File: src/common/eps_store_map.vh
// constants and map of the encoder parameter store
// What this block does
// profile version word: minor in bits 0-7, major in 8-15, decimal, upper bits zero.
// profile version reads the same whether compatibility mode is on or off.
// keep power-on time in whole hours as an unsigned 32-bit parameter.
// write the hour count into non-volatile storage every six minutes while powered.
// hour function unused: hour parameter reads all ones.
// preset computes the offset; reported position is shifted by that offset.
// offset kept in non-volatile storage and returned on every read.
// offset is signed, 32-bit for ranges up to 32 bits, else 64-bit.
// preset acts on the scaled position, so offset is in scaled units.
// offset parameters are read-only; writes leave them unchanged.
// parameter 925 is unsigned 16-bit, readable and writable.
// parameter 971 is write-only; a write stores the parameter set.
// parameter 980 is a read-only list of all supported parameter numbers.
// identification arrays, telegram selection and profile number are read-only.
// station parameters 61000-61004 are read-only name, IP, MAC, gateway, mask.
// preset readable and writable as signed 32-bit (65000) or 64-bit (65002).
// a preset saved by 971 is reloaded from non-volatile storage at startup.
// operating status arrays 65001 (32-bit) and 65003 (64-bit) are read-only.
// hour counter steps by one after each full hour of power-on time.
// write to read-only or read of write-only gives an error, no change.
`ifndef EPS_STORE_MAP_VH
`define EPS_STORE_MAP_VH

// timing
`define EPS_CLK_HZ 40'h0002625A00
`define EPS_HOUR_S 40'h0000000E10
`define EPS_SAVE_S 40'h0000000168
`define EPS_HOUR_CYC (`EPS_HOUR_S * `EPS_CLK_HZ)
`define EPS_SAVE_CYC (`EPS_SAVE_S * `EPS_CLK_HZ)

// parameter numbers
`define EPS_PN_TELSEL 16'h039A
`define EPS_PN_SOLTOL 16'h039D
`define EPS_PN_DEVID 16'h03C4
`define EPS_PN_PROFNUM 16'h03C5
`define EPS_PN_STORE 16'h03CB
`define EPS_PN_ACCID 16'h03CE
`define EPS_PN_OBJID 16'h03CF
`define EPS_PN_SENSFMT 16'h03D3
`define EPS_PN_LIST 16'h03D4
`define EPS_PN_STNAME 16'hEE48
`define EPS_PN_STIP 16'hEE49
`define EPS_PN_STMAC 16'hEE4A
`define EPS_PN_STGW 16'hEE4B
`define EPS_PN_STMASK 16'hEE4C
`define EPS_PN_PRE32 16'hFDE8
`define EPS_PN_OPST32 16'hFDE9
`define EPS_PN_PRE64 16'hFDEA
`define EPS_PN_OPST64 16'hFDEB
`define EPS_LIST_LEN 8'h12

// access kinds
`define EPS_ACC_NONE 2'h0
`define EPS_ACC_RO 2'h1
`define EPS_ACC_RW 2'h2
`define EPS_ACC_WO 2'h3

// values
`define EPS_PROF_MINOR 8'h01
`define EPS_PROF_MAJOR 8'h04
`define EPS_VER_RSVD 16'h0000
`define EPS_SOLTOL_RST 16'h0001
`define EPS_HOURS_UNUSED 32'hFFFFFFFF
`define EPS_NAME_LEN 8'hF0
`define EPS_OPST_VER 8'h06
`define EPS_OPST_HRS 8'h07
`define EPS_OPST_OFS 8'h08
`define EPS_OPST64_OFS 8'h01
`define EPS_MAC_OCTETS 8'h06
`define EPS_ZERO64 64'h0000000000000000

`endif

File: src/core/eps_store.v
// parameter store of a networked absolute rotary encoder
`include "eps_store_map.vh"

module eps_store #(
	parameter [39:0] HOUR_CYCLES = `EPS_HOUR_CYC,
	parameter [39:0] SAVE_CYCLES = `EPS_SAVE_CYC,
	parameter [15:0] TELEGRAM = 16'h0051,
	parameter [15:0] PROFILE_NUMBER = 16'h3D00,
	// identification values are arbitrary
	parameter [15:0] VENDOR_CODE = 16'h1234,
	parameter [15:0] DEVICE_CODE = 16'h5678,
	parameter [15:0] ACCESS_INFO = 16'h00F0,
	parameter [15:0] OBJECT_INFO = 16'h0001,
	parameter [31:0] SENSOR_FORMAT = 32'h00000000
) (
	// clock and reset
	input wire clk,
	input wire rst,
	// parameter request
	input wire reqValid,
	input wire reqWrite,
	input wire [15:0] reqNumber,
	input wire [7:0] reqIndex,
	input wire [63:0] reqData,
	// parameter response
	output reg rspValid_q,
	output reg rspError_q,
	output reg [63:0] rspData_q,
	// startup values from non-volatile storage
	input wire nvHoursUsed,
	input wire [31:0] nvHours,
	input wire [63:0] nvOffset,
	input wire nvPresetStored,
	input wire [63:0] nvPreset,
	// writes to non-volatile storage
	output reg nvHoursWr_q,
	output reg [31:0] nvHoursData_q,
	output reg nvParamWr_q,
	output reg [63:0] nvOffsetData_q,
	output reg [63:0] nvPresetData_q,
	output reg nvPresetFlag_q,
	// position path
	input wire wideRange,
	input wire compatMode,
	input wire presetCmd,
	input wire [63:0] scaledPos,
	output reg [63:0] shiftedPos_q,
	output reg ready_q,
	// station data
	input wire nameWrEn,
	input wire [7:0] nameWrIdx,
	input wire [7:0] nameWrByte,
	input wire [31:0] stationIp,
	input wire [47:0] stationMac,
	input wire [31:0] stationGw,
	input wire [31:0] stationMask
);

	localparam S_LOAD = 1'b0;
	localparam S_RUN = 1'b1;

	reg state_q;
	reg hoursUsed_q;
	reg [31:0] hours_q;
	reg [39:0] hourTick_q;
	reg [39:0] saveTick_q;
	reg [63:0] offset_q;
	reg [63:0] preset_q;
	reg presetSaved_q;
	reg [15:0] solTol_q;
	reg [7:0] stationName [0:239];

	// access right of each parameter number
	function [1:0] accessOf;
		input [15:0] num;
		begin
			if (num == `EPS_PN_SOLTOL || num == `EPS_PN_PRE32 || num == `EPS_PN_PRE64) begin
				accessOf = `EPS_ACC_RW;
			end else if (num == `EPS_PN_STORE) begin
				accessOf = `EPS_ACC_WO;
			end else if (num == `EPS_PN_TELSEL || num == `EPS_PN_DEVID || num == `EPS_PN_PROFNUM ||
				num == `EPS_PN_ACCID || num == `EPS_PN_OBJID || num == `EPS_PN_SENSFMT) begin
				accessOf = `EPS_ACC_RO;
			end else if (num == `EPS_PN_LIST) begin
				accessOf = `EPS_ACC_RO;
			end else if (num >= `EPS_PN_STNAME && num <= `EPS_PN_STMASK) begin
				accessOf = `EPS_ACC_RO;
			end else if (num == `EPS_PN_OPST32 || num == `EPS_PN_OPST64) begin
				accessOf = `EPS_ACC_RO;
			end else begin
				accessOf = `EPS_ACC_NONE;
			end
		end
	endfunction

	// entry of the supported-parameter list
	function [15:0] listEntry;
		input [7:0] idx;
		begin
			case (idx)
				8'h00: listEntry = `EPS_PN_TELSEL;
				8'h01: listEntry = `EPS_PN_SOLTOL;
				8'h02: listEntry = `EPS_PN_DEVID;
				8'h03: listEntry = `EPS_PN_PROFNUM;
				8'h04: listEntry = `EPS_PN_STORE;
				8'h05: listEntry = `EPS_PN_ACCID;
				8'h06: listEntry = `EPS_PN_OBJID;
				8'h07: listEntry = `EPS_PN_SENSFMT;
				8'h08: listEntry = `EPS_PN_LIST;
				8'h09: listEntry = `EPS_PN_STNAME;
				8'h0A: listEntry = `EPS_PN_STIP;
				8'h0B: listEntry = `EPS_PN_STMAC;
				8'h0C: listEntry = `EPS_PN_STGW;
				8'h0D: listEntry = `EPS_PN_STMASK;
				8'h0E: listEntry = `EPS_PN_PRE32;
				8'h0F: listEntry = `EPS_PN_OPST32;
				8'h10: listEntry = `EPS_PN_PRE64;
				8'h11: listEntry = `EPS_PN_OPST64;
				default: listEntry = 16'h0000;
			endcase
		end
	endfunction

	// wraps a 32-bit difference the way a narrow range counts
	function [31:0] preset32Diff;
		input [31:0] a;
		input [31:0] b;
		begin
			preset32Diff = a - b;
		end
	endfunction

	// sign extension of the 32-bit parameter forms
	function [63:0] sext32;
		input [31:0] v;
		begin
			sext32 = {{32{v[31]}}, v};
		end
	endfunction

	// derived values
	wire [31:0] versionWord;
	wire [31:0] hoursView;
	wire [31:0] offset32View;
	wire [31:0] preset32View;
	wire [63:0] newOffset;
	wire [63:0] posSum;
	wire [31:0] diff32;
	wire hoursAtTop;
	wire hourDone;
	wire saveDone;
	wire [1:0] reqAccess;
	wire reqBad;

	// compatibility mode deliberately not used here
	assign versionWord = {`EPS_VER_RSVD, `EPS_PROF_MAJOR, `EPS_PROF_MINOR};
	assign hoursView = hoursUsed_q ? hours_q : `EPS_HOURS_UNUSED;
	// wide ranges show zero in the 32-bit forms
	assign offset32View = wideRange ? 32'h00000000 : offset_q[31:0];
	assign preset32View = wideRange ? 32'h00000000 : preset_q[31:0];
	// offset taken on the scaled position, not raw steps
	// narrow ranges wrap the difference at 32 bits before sign extension
	assign diff32 = preset32Diff(preset_q[31:0], scaledPos[31:0]);
	assign newOffset = wideRange ? (preset_q - scaledPos) : sext32(diff32);
	assign posSum = scaledPos + offset_q;
	assign hourDone = hourTick_q == (HOUR_CYCLES - 40'h0000000001);
	assign saveDone = saveTick_q == (SAVE_CYCLES - 40'h0000000001);
	assign hoursAtTop = hours_q == (`EPS_HOURS_UNUSED - 32'h00000001);
	assign reqAccess = accessOf(reqNumber);
	assign reqBad = (reqAccess == `EPS_ACC_NONE) ||
		(reqWrite && reqAccess == `EPS_ACC_RO) ||
		(!reqWrite && reqAccess == `EPS_ACC_WO) || (state_q == S_LOAD);

	// read data mux
	reg [63:0] readData;
	always @* begin
		readData = `EPS_ZERO64;
		if (reqNumber == `EPS_PN_TELSEL) begin
			readData = {48'h000000000000, TELEGRAM};
		end else if (reqNumber == `EPS_PN_SOLTOL) begin
			readData = {48'h000000000000, solTol_q};
		end else if (reqNumber == `EPS_PN_DEVID) begin
			readData = {48'h000000000000, (reqIndex == 8'h00) ? VENDOR_CODE : DEVICE_CODE};
		end else if (reqNumber == `EPS_PN_PROFNUM) begin
			readData = {48'h000000000000, PROFILE_NUMBER};
		end else if (reqNumber == `EPS_PN_ACCID) begin
			readData = {48'h000000000000, ACCESS_INFO};
		end else if (reqNumber == `EPS_PN_OBJID) begin
			readData = {48'h000000000000, OBJECT_INFO};
		end else if (reqNumber == `EPS_PN_SENSFMT) begin
			readData = {32'h00000000, SENSOR_FORMAT};
		end else if (reqNumber == `EPS_PN_LIST) begin
			readData = {48'h000000000000, listEntry(reqIndex)};
		end else if (reqNumber == `EPS_PN_STNAME) begin
			if (reqIndex < `EPS_NAME_LEN) begin
				readData = {56'h00000000000000, stationName[reqIndex]};
			end
		end else if (reqNumber == `EPS_PN_STIP) begin
			readData = {32'h00000000, stationIp};
		end else if (reqNumber == `EPS_PN_STMAC) begin
			// six octets in the low bits
			readData = {16'h0000, stationMac};
		end else if (reqNumber == `EPS_PN_STGW) begin
			readData = {32'h00000000, stationGw};
		end else if (reqNumber == `EPS_PN_STMASK) begin
			readData = {32'h00000000, stationMask};
		end else if (reqNumber == `EPS_PN_PRE32) begin
			readData = sext32(preset32View);
		end else if (reqNumber == `EPS_PN_PRE64) begin
			readData = preset_q;
		end else if (reqNumber == `EPS_PN_OPST32) begin
			if (reqIndex == `EPS_OPST_VER) begin
				readData = {32'h00000000, versionWord};
			end else if (reqIndex == `EPS_OPST_HRS) begin
				readData = {32'h00000000, hoursView};
			end else if (reqIndex == `EPS_OPST_OFS) begin
				readData = sext32(offset32View);
			end
		end else if (reqNumber == `EPS_PN_OPST64) begin
			if (reqIndex == `EPS_OPST64_OFS) begin
				readData = offset_q;
			end
		end
	end

	// startup load, one cycle after reset release
	always @(posedge clk or posedge rst) begin
		if (rst) begin
			state_q <= S_LOAD;
			ready_q <= 1'b0;
		end else begin
			case (state_q)
				S_LOAD: begin
					state_q <= S_RUN;
					ready_q <= 1'b1;
				end
				S_RUN: begin
					state_q <= S_RUN;
					ready_q <= 1'b1;
				end
				default: begin
					state_q <= S_RUN;
					ready_q <= 1'b1;
				end
			endcase
		end
	end

	// hour counting and periodic save
	always @(posedge clk or posedge rst) begin
		if (rst) begin
			hoursUsed_q <= 1'b0;
			hours_q <= 32'h00000000;
			hourTick_q <= 40'h0000000000;
			saveTick_q <= 40'h0000000000;
			nvHoursWr_q <= 1'b0;
			nvHoursData_q <= 32'h00000000;
		end else if (state_q == S_LOAD) begin
			// strap and saved count caught after release, not under reset
			hoursUsed_q <= nvHoursUsed;
			hours_q <= nvHours;
			hourTick_q <= 40'h0000000000;
			saveTick_q <= 40'h0000000000;
			nvHoursWr_q <= 1'b0;
		end else begin
			hourTick_q <= hourDone ? 40'h0000000000 : hourTick_q + 40'h0000000001;
			saveTick_q <= saveDone ? 40'h0000000000 : saveTick_q + 40'h0000000001;
			// saturates so the unused marker is never reached by counting
			if (hourDone && hoursUsed_q && !hoursAtTop) begin
				hours_q <= hours_q + 32'h00000001;
			end
			nvHoursWr_q <= saveDone && hoursUsed_q;
			// saved word moves only at the end of each save period, also when hours are unused, so it stands between saves
			if (saveDone) begin
				nvHoursData_q <= hours_q;
			end
		end
	end

	// station name loaded by the network stack
	// no reset: the stack rewrites the name after every power-up
	always @(posedge clk) begin
		if (nameWrEn && nameWrIdx < `EPS_NAME_LEN) begin
			stationName[nameWrIdx] <= nameWrByte;
		end
	end

	// parameter access, preset and offset
	always @(posedge clk or posedge rst) begin
		if (rst) begin
			rspValid_q <= 1'b0;
			rspError_q <= 1'b0;
			rspData_q <= `EPS_ZERO64;
			offset_q <= `EPS_ZERO64;
			preset_q <= `EPS_ZERO64;
			presetSaved_q <= 1'b0;
			solTol_q <= `EPS_SOLTOL_RST;
			nvParamWr_q <= 1'b0;
			nvOffsetData_q <= `EPS_ZERO64;
			nvPresetData_q <= `EPS_ZERO64;
			nvPresetFlag_q <= 1'b0;
			shiftedPos_q <= `EPS_ZERO64;
		end else if (state_q == S_LOAD) begin
			offset_q <= nvOffset;
			presetSaved_q <= nvPresetStored;
			preset_q <= nvPresetStored ? nvPreset : `EPS_ZERO64;
			// nothing is loaded yet, so any request here is refused
			rspValid_q <= reqValid;
			rspError_q <= reqValid;
			rspData_q <= `EPS_ZERO64;
			nvParamWr_q <= 1'b0;
		end else begin
			rspValid_q <= reqValid;
			rspError_q <= reqValid && reqBad;
			rspData_q <= (reqValid && !reqWrite && !reqBad) ? readData : `EPS_ZERO64;
			nvParamWr_q <= 1'b0;
			shiftedPos_q <= posSum;
			if (presetCmd) begin
				offset_q <= newOffset;
				nvParamWr_q <= 1'b1;
				nvOffsetData_q <= newOffset;
				nvPresetData_q <= preset_q;
				nvPresetFlag_q <= presetSaved_q;
			end else if (reqValid && reqWrite && !reqBad) begin
				if (reqNumber == `EPS_PN_SOLTOL) begin
					solTol_q <= reqData[15:0];
				end else if (reqNumber == `EPS_PN_PRE32) begin
					preset_q <= sext32(reqData[31:0]);
				end else if (reqNumber == `EPS_PN_PRE64) begin
					preset_q <= reqData;
				end else if (reqNumber == `EPS_PN_STORE) begin
					// the current offset goes along so the saved pair matches
					presetSaved_q <= 1'b1;
					nvParamWr_q <= 1'b1;
					nvOffsetData_q <= offset_q;
					nvPresetData_q <= preset_q;
					nvPresetFlag_q <= 1'b1;
				end
			end
		end
	end

endmodule // eps_store

File: config.mk
export PLATFORM = sky130hd
export DESIGN_NAME = eps_store
export DESIGN_NICKNAME = d
export VERILOG_FILES = /design/src/core/eps_store.v
export VERILOG_INCLUDE_DIRS = /design/src /design/src/common
export SDC_FILE = /design/constraint.sdc
export NUM_CORES = 2
export LEC_CHECK = 0
export BUFFER_PORTS_ARGS = -buffer_cell sky130_fd_sc_hd__clkbuf_2
export CELL_PAD_IN_SITES_DETAIL_PLACEMENT = 1
export CELL_PAD_IN_SITES_GLOBAL_PLACEMENT = 1
export CORE_ASPECT_RATIO = 1.75
export CORE_MARGIN = 4
export CORE_UTILIZATION = 51
export DETAILED_ROUTE_END_ITERATION = 16
export PLACE_DENSITY_LB_ADDON = 0.12
export SLEW_MARGIN = 20
export SYNTH_ARGS = -nofsm -noshare
export SYNTH_HDL_FRONTEND = slang
export SYNTH_SLANG_ARGS = --single-unit
File: constraint.sdc
create_clock -name clk -period 24.7 [get_ports clk]
set_input_delay 4.94 -clock clk [delete_from_list [all_inputs] [get_ports clk]]
set_output_delay 4.94 -clock clk [all_outputs]
set_load 0.02 [all_outputs]
# == After elaboration in Yosys (flattened, before gate mapping) ==
# Memories as Yosys holds them, arrays and structs flattened.
# Cells that the tools add are included.
# classes
add_sub_neg,6
order_cmp,4
eq_ne,39
mux,82
n_bitwise,2
reduce_logical,36
# op_table
cell,n
64-bit 2-to-1 mux,45
32-bit 2-to-1 mux,5
40-bit 2-to-1 mux,4
"16-bit by 10-bit == test with 1-bit output, second input constant",9
"16-bit == test, second input constant",9
"40-bit by 1-bit adder with 40-bit output, second input constant",2
64-bit adder,1
64-bit subtractor,1
"40-bit by 34-bit == test with 1-bit output, second input constant",1
"40-bit by 38-bit == test with 1-bit output, second input constant",1
"32-bit by 1-bit adder with 32-bit output, second input constant",1
"32-bit == test, second input constant",1
32-bit subtractor,1
1-bit 2-to-1 mux,23
"8-bit by 3-bit == test with 1-bit output, second input constant",2
"16-bit >= comparator, second input constant",1
"16-bit <= comparator, second input constant",1
"8-bit < comparator, second input constant",2
16-bit 2-to-1 mux,1
"2-bit != test, second input constant",8
15-bit 2-to-1 mux,1
1-bit logical AND,12
6-bit AND reduction,2
1-bit logical OR,11
16 further kinds,24
# totals
register_bits,552
ramBits,1920
mem_bits_ro,512
inputBits,482
out_inout_bits,294
wordCells,190
memories,2
# mem_list
memory,depth,word_bits,rd,rd_ports_with_merged_regs,write_ports,line,rtl
stationName,240,8,1,0,1,eps_store.v:71,reg [7:0] stationName [0:239];
(no name shown),32,16,1,0,0,eps_store.v:100,case (idx)

# == Depth between registers and ports, before layout ==
# logic_depth
ltp_word,22
depth_mapped,19

# == Worst setup path before layout ==
# Ideal clock, no wire load.
# synth_path
path_type,input to register
startpoint,in reqIndex[0]
endpoint,reg rspData_q[1]
setup_ns,0.132
arrival_ns,8.381
path_slack_ns,16.187
stages,18
path_buffers,9
path_cell_list,buf_2 -> buf_4 -> buf_4 -> buf_4 -> buf_4 -> buf_4 -> buf_4 -> buf_4 -> inv_1 -> ha_1 -> and4b_1 -> clkbuf_1 -> a31o_2 -> a221o_1 -> a221oi_1 -> o21ai_0 -> a21oi_1 -> nor2_1
# synth_via
elab_chain_cells,22
elab_cells_between_ends,32
classes_between,order compare (1); eq/ne (4); mux (25); memory (2)
# synth_lines
item,line,rtl
"start, declared",eps_store.v:23,"input wire [7:0] reqIndex,"
8-bit by 4-bit == test with 1-bit output (no source line),--,
64-bit 2-to-1 mux,eps_store.v:216,end else if (reqIndex == `EPS_OPST_OFS) begin
64-bit 2-to-1 mux,eps_store.v:214,end else if (reqIndex == `EPS_OPST_HRS) begin
64-bit 2-to-1 mux,eps_store.v:212,if (reqIndex == `EPS_OPST_VER) begin
64-bit 2-to-1 mux,eps_store.v:211,end else if (reqNumber == `EPS_PN_OPST32) begin
64-bit 2-to-1 mux,eps_store.v:209,end else if (reqNumber == `EPS_PN_PRE64) begin
64-bit 2-to-1 mux,eps_store.v:207,end else if (reqNumber == `EPS_PN_PRE32) begin
64-bit 2-to-1 mux,eps_store.v:205,end else if (reqNumber == `EPS_PN_STMASK) begin
(+6 left out),--,
64-bit 2-to-1 mux *,eps_store.v:188,end else if (reqNumber == `EPS_PN_OBJID) begin
64-bit 2-to-1 mux *,eps_store.v:186,end else if (reqNumber == `EPS_PN_ACCID) begin
64-bit 2-to-1 mux *,eps_store.v:184,end else if (reqNumber == `EPS_PN_PROFNUM) begin
64-bit 2-to-1 mux *,eps_store.v:182,end else if (reqNumber == `EPS_PN_DEVID) begin
64-bit 2-to-1 mux *,eps_store.v:180,end else if (reqNumber == `EPS_PN_SOLTOL) begin
64-bit 2-to-1 mux *,eps_store.v:178,if (reqNumber == `EPS_PN_TELSEL) begin
64-bit 2-to-1 mux (no source line) *,--,
64-bit 2-to-1 mux *,eps_store.v:303,end else if (state_q == S_LOAD) begin
"end signal, assigned",eps_store.v:293,rspData_q <= `EPS_ZERO64;
"end signal, assigned",eps_store.v:310,rspData_q <= `EPS_ZERO64;
"end signal, assigned",eps_store.v:315,rspData_q <= (reqValid && !reqWrite && !reqBad) ? readData : `EPS_ZERO64;
"end, declared",eps_store.v:28,"output reg [63:0] rspData_q,"
# Mark *: on every way between the ends. The rest lies on a longest branch, timed or not.
# A chain may end at the register's enable or synchronous reset.

# == Worst setup path after layout ==
# layout_path
startpoint,in reqIndex[0]
endpoint,reg rspData_q[3]
# layout_via
elab_chain_cells,22
elab_cells_between_ends,34
classes_between,order compare (1); eq/ne (4); mux (26); reduce/logical (1); memory (2)
# layout_lines
item,line
8-bit by 4-bit == test with 1-bit output (no source line),--
64-bit 2-to-1 mux,eps_store.v:216
64-bit 2-to-1 mux,eps_store.v:214
64-bit 2-to-1 mux,eps_store.v:212
64-bit 2-to-1 mux,eps_store.v:211
64-bit 2-to-1 mux,eps_store.v:209
64-bit 2-to-1 mux,eps_store.v:207
64-bit 2-to-1 mux,eps_store.v:205
(+6 left out),--
64-bit 2-to-1 mux,eps_store.v:188
64-bit 2-to-1 mux,eps_store.v:186
64-bit 2-to-1 mux,eps_store.v:184
64-bit 2-to-1 mux *,eps_store.v:182
64-bit 2-to-1 mux *,eps_store.v:180
64-bit 2-to-1 mux *,eps_store.v:178
64-bit 2-to-1 mux (no source line) *,--
64-bit 2-to-1 mux *,eps_store.v:303
# Marked as above.

==> flow_results.org <==
** Place
- The congestion estimate from routability-driven global placement came to 1.03.
- Post-placement worst setup slack :: 13.05 ns
- Half-perimeter wire length after placement :: 282000 µm
- Count of input and output buffers :: 774
- In this run, placement finished with an instance count of 10.6k.
- Total placed instance area :: 115000 µm²

** Global routing
- The first global-routing pass estimated 555000 µm of wire.
- Total overflow reported by the global router :: 0
- The number of global-route vias before repair is 74.0k.
- Largest net degree at the start of global routing :: 129
- Global routing consumed, over all layers together, 35.6% of the routing resources.
- Number of antenna violations at the first check in global routing :: 54

** Detailed routing
- For this run, design rule violations remaining after detail routing come to 0.
- Before antenna repair, the detailed router went through 6 iterations.
- Via count :: 70.3k
- Average via count per standard cell :: 6.36
- The first routing iteration left 6787 violations.
- Dividing the detail-routed wire length by the instance count gives 35.6 µm.
- Remaining number of nets flagged by the antenna check after routing :: 0
- Routed Wire Length :: 394000 µm

** Power and ir drop
- The analysis attributes to net switching a power of 2.57 mW.
- Share of total power in combinational logic :: 13.8%
- Internal power contribution :: 6.99 mW
- For this design the ratio of total power to cell area is 78.3 nW/µm².
- Sequential power share :: 49.7%
- Static leakage :: 44.6 nW
- Clock Power Share :: 36.5%
- The worst-case IR drop observed on VDD is 0.0672 mV.
- Switching part of the total power :: 26.8%
- Overall power consumption after layout is estimated at 9.56 mW.

** Setup path
- Arrival time reported for the critical path endpoint :: 11.40 ns
- Measured in cells, the most critical reg-to-reg path has a length of 16.
- Worst Setup Path Type :: in2reg
- Data on the critical path is required at its endpoint by 25.39 ns.
- STA classifies the critical path endpoint as a flip-flop.
- The worst register-to-register path begins at preset_q[0].
- Worst reg2reg endpoint :: nvOffsetData_q[56]
- Slack of the worst reg-to-reg path :: 19.17 ns
- Nature of the critical path startpoint :: primary input
- Maximum fanout encountered on the critical timing path :: 64

** Clocking
- Buffers inserted to repair hold after CTS numbered 0.
- Once the clock tree was built, the setup fixing pass inserted 0 buffers.
- The clock tree synthesis step divided the H-tree into 4 levels.
- Reg clk slew, reported paths :: 0.06 ns
- Worst skew pair latency :: 0.87 ns
- TritonCTS built the clock tree.
- TritonCTS buffer count :: 220
- CTS saw 2472 sinks.
- The cell sitting at the root of the clock tree is a sky130_fd_sc_hd__clkbuf_16.
- Post-CTS repair changed the size of 0 cells.
- Worst-case clock buffer depth :: 4

** Timing
- Once routing completed, OpenROAD measured the worst setup slack at 14.00 ns.
- Setup repair after global routing missed its margin :: no
- After layout, the worst path uses 43.3% of the clock period.
- For the pin with the worst max-slew slack, the measured transition is 1.24 ns.
- Final worst clock skew :: 0.0430 ns
- Headroom to the max-slew limit came out at 17.4%.
- Setup violations remaining at the end of the flow were counted as 0.
- The total count of hold-check failures in the final report was 0.
- Peak Freq :: 93.4 MHz
- The number of slew-limit violations in the final report came to 0.
- On the final layout, the worst hold slack is 0.476 ns.
- For the final routed database, the setup TNS stands at 0 ns.
- The clock period could shrink to 10.70 ns.

** Final layout
- Cells with a size suffix above 1 make up 23.3% of the layout.
- Relative to the synthesized area, the layout overhead comes to 13.0%.
- Layout net count :: 8664
- The library cells used most frequently in the layout, excluding fill and tap cells, are sky130_fd_sc_hd__edfxtp_1, sky130_fd_sc_hd__clkbuf_2, sky130_fd_sc_hd__nor2_1, sky130_fd_sc_hd__nand2_1, sky130_fd_sc_hd__dfrtp_1.
- The finished cells cover 122000 µm².
- Leaving out fill and tap cells, the most frequent cell in the layout is sky130_fd_sc_hd__edfxtp_1.
- Measured on the finished design, the core utilization comes to 57.9%.
- Final Non-Filler Cells :: 11.1k

** Yosys
- Synthesized area :: 108000 µm²
- By area the synthesized netlist is led by sky130_fd_sc_hd__edfxtp_1, sky130_fd_sc_hd__dfrtp_1, sky130_fd_sc_hd__mux4_2, sky130_fd_sc_hd__a21oi_1, sky130_fd_sc_hd__nor2_1.
- Most instantiated flip-flop cell in the synthesis netlist :: sky130_fd_sc_hd__edfxtp_1
- Net count after synthesis :: 7981
- Yosys mapped the design onto 96 distinct sky130hd cell types.
- Mapped Avg Cell Area :: 14.7 µm²
- Yosys mapped a number of flops with a built-in enable equal to 1920.
- After synthesis the netlist holds a flip-flop and latch count of 2472.
- Portion of the post-synthesis area used by sequential elements :: 66.1%
- Cell taking the most area after synthesis :: sky130_fd_sc_hd__edfxtp_1
- Yosys printed 0 warnings.
- Counting flops with an async set or reset pin after synthesis yields a share of 22.3%.
- Count of mapped cells out of synthesis :: 7360
- The share of synthesized area in the top cell type comes to 53.4%.

** Floorplanning
- Core area :: 211000 µm²
- 776 I/O pins were placed.
- Number of rows created at floorplan :: 223
- Floorplan die height :: 617 µm
- The die covers 220000 µm².
- From left edge to right edge, the die measures 356 µm.
- Once the floorplan was initialized, standard cells occupied 51.2% of the core.

** Run status
- The run finished with clean final reports.

** Hold path
- The path with the worst hold slack has its endpoint at nvPresetData_q[15].
- The startpoint identified for the worst hold timing path is nvPresetData_q[15].
- Along the worst hold path, the cell count comes to 2.
- The min-delay analysis places its worst path in the category reg2reg.

** Flow run
- Max Cap Viol :: 0
==> state kept, by name (all words and copies together), names as in the netlist, 16 cells and up <==
name	cells
nvHoursData_q	32
solTol_q	16
rspData_q	64
nvPresetData_q	64
stationName	1920
hours_q	32
preset_q	64
hourTick_q	40
offset_q	64
shiftedPos_q	64
saveTick_q	40
nvOffsetData_q	64
==> Yosys cell counts (22+ instances only) <==
cell type and count:
sky130_fd_sc_hd__a211oi_1 64, sky130_fd_sc_hd__a21o_1 97, sky130_fd_sc_hd__a21oi_1 548, sky130_fd_sc_hd__a221oi_1 51, sky130_fd_sc_hd__a22oi_1 114, sky130_fd_sc_hd__a31oi_1 27
sky130_fd_sc_hd__and3_1 40, sky130_fd_sc_hd__buf_1 26, sky130_fd_sc_hd__buf_2 52, sky130_fd_sc_hd__buf_4 31, sky130_fd_sc_hd__clkbuf_1 337, sky130_fd_sc_hd__dfrtp_1 551
sky130_fd_sc_hd__edfxtp_1 1920, sky130_fd_sc_hd__ha_1 137, sky130_fd_sc_hd__inv_1 160, sky130_fd_sc_hd__mux2_2 102, sky130_fd_sc_hd__mux2i_1 157, sky130_fd_sc_hd__mux4_2 511
sky130_fd_sc_hd__nand2_1 608, sky130_fd_sc_hd__nand2b_1 27, sky130_fd_sc_hd__nand3_1 101, sky130_fd_sc_hd__nand4_1 57, sky130_fd_sc_hd__nor2_1 715, sky130_fd_sc_hd__nor2b_1 40
sky130_fd_sc_hd__nor3_1 54, sky130_fd_sc_hd__nor4_1 22, sky130_fd_sc_hd__o21ai_0 255, sky130_fd_sc_hd__o21bai_1 22, sky130_fd_sc_hd__o221ai_1 32, sky130_fd_sc_hd__o22ai_1 45
sky130_fd_sc_hd__xnor2_1 117, sky130_fd_sc_hd__xor2_1 101
==> routing by layer <==
layer	vias up	GRT usage, %	routed length, µm
li1	29541	-	-
met1	36497	41.1	134000
met2	3351	59.7	196000
met3	939	5.55	26700
met4	12	26.9	36700
met5	-	0	81
==> power by group through the flow <==
| stage | registers, mW | clock network, mW | logic [mW] |
|---|---|---|---|
| CTS | 4.75 | 3.54 | 1.31 |
| floorplan | 4.88 | 0 | 0.637 |
| global placement | 4.83 | 0 | 1.28 |
| finish | 4.75 | 3.49 | 1.32 |
| detailed placement | 4.84 | 0 | 1.30 |
| global route | 4.76 | 3.72 | 1.39 |
==> worst max-delay path by stage <==
stage                            from       endpoint  depth (start not counted)
final                     reqIndex[0]   rspData_q[3]                         15
after CTS                 reqIndex[0]   rspData_q[3]                         15
after global placement    reqIndex[0]   rspData_q[3]                         15
after global routing      reqIndex[0]   rspData_q[3]                         15
after detailed placement  reqIndex[0]   rspData_q[3]                         15
after floorplan                   rst  hourTick_q[0]                          1
==> cells by family after synthesis <==
| family | synth area share [%] |
|---|---|
| flops | 66.1 |
| other cells | 0.00347 |
| xor+xnor | 1.77 |
| mux | 13.2 |
| simple gates | 7.12 |
| compound gates | 7.88 |
| buf+inv | 2.29 |
| fa+ha+maj | 1.62 |
==> critical path, stage by stage <==
cell and delay, ns:
sky130_fd_sc_hd__buf_8 0.52, sky130_fd_sc_hd__buf_4 0.76, sky130_fd_sc_hd__buf_4 0.64, sky130_fd_sc_hd__buf_4 0.70
sky130_fd_sc_hd__mux4_2 0.61, sky130_fd_sc_hd__nand2_1 0.09, sky130_fd_sc_hd__nand2_1 0.15, sky130_fd_sc_hd__a221oi_1 0.61
sky130_fd_sc_hd__nor3_1 0.13, sky130_fd_sc_hd__a32oi_1 0.20, sky130_fd_sc_hd__o21ai_0 0.27, sky130_fd_sc_hd__a221oi_1 0.88
sky130_fd_sc_hd__nor2_1 0.18, sky130_fd_sc_hd__a2111oi_0 0.41, sky130_fd_sc_hd__nor3_1 0.11
==> cell type report <==
class,instances,area [µm²]
Fill cell,20210,88800
Sequential cell,2472,71500
Multi-Input combinational cell,4278,34200
Clock buffer,272,5860
Timing Repair Buffer,908,5030
Tap cell,2812,3520
Clock inverter,122,1270
Inverter,163,629
Antenna cell,35,87.6
(Power assumes the default switching activity.)
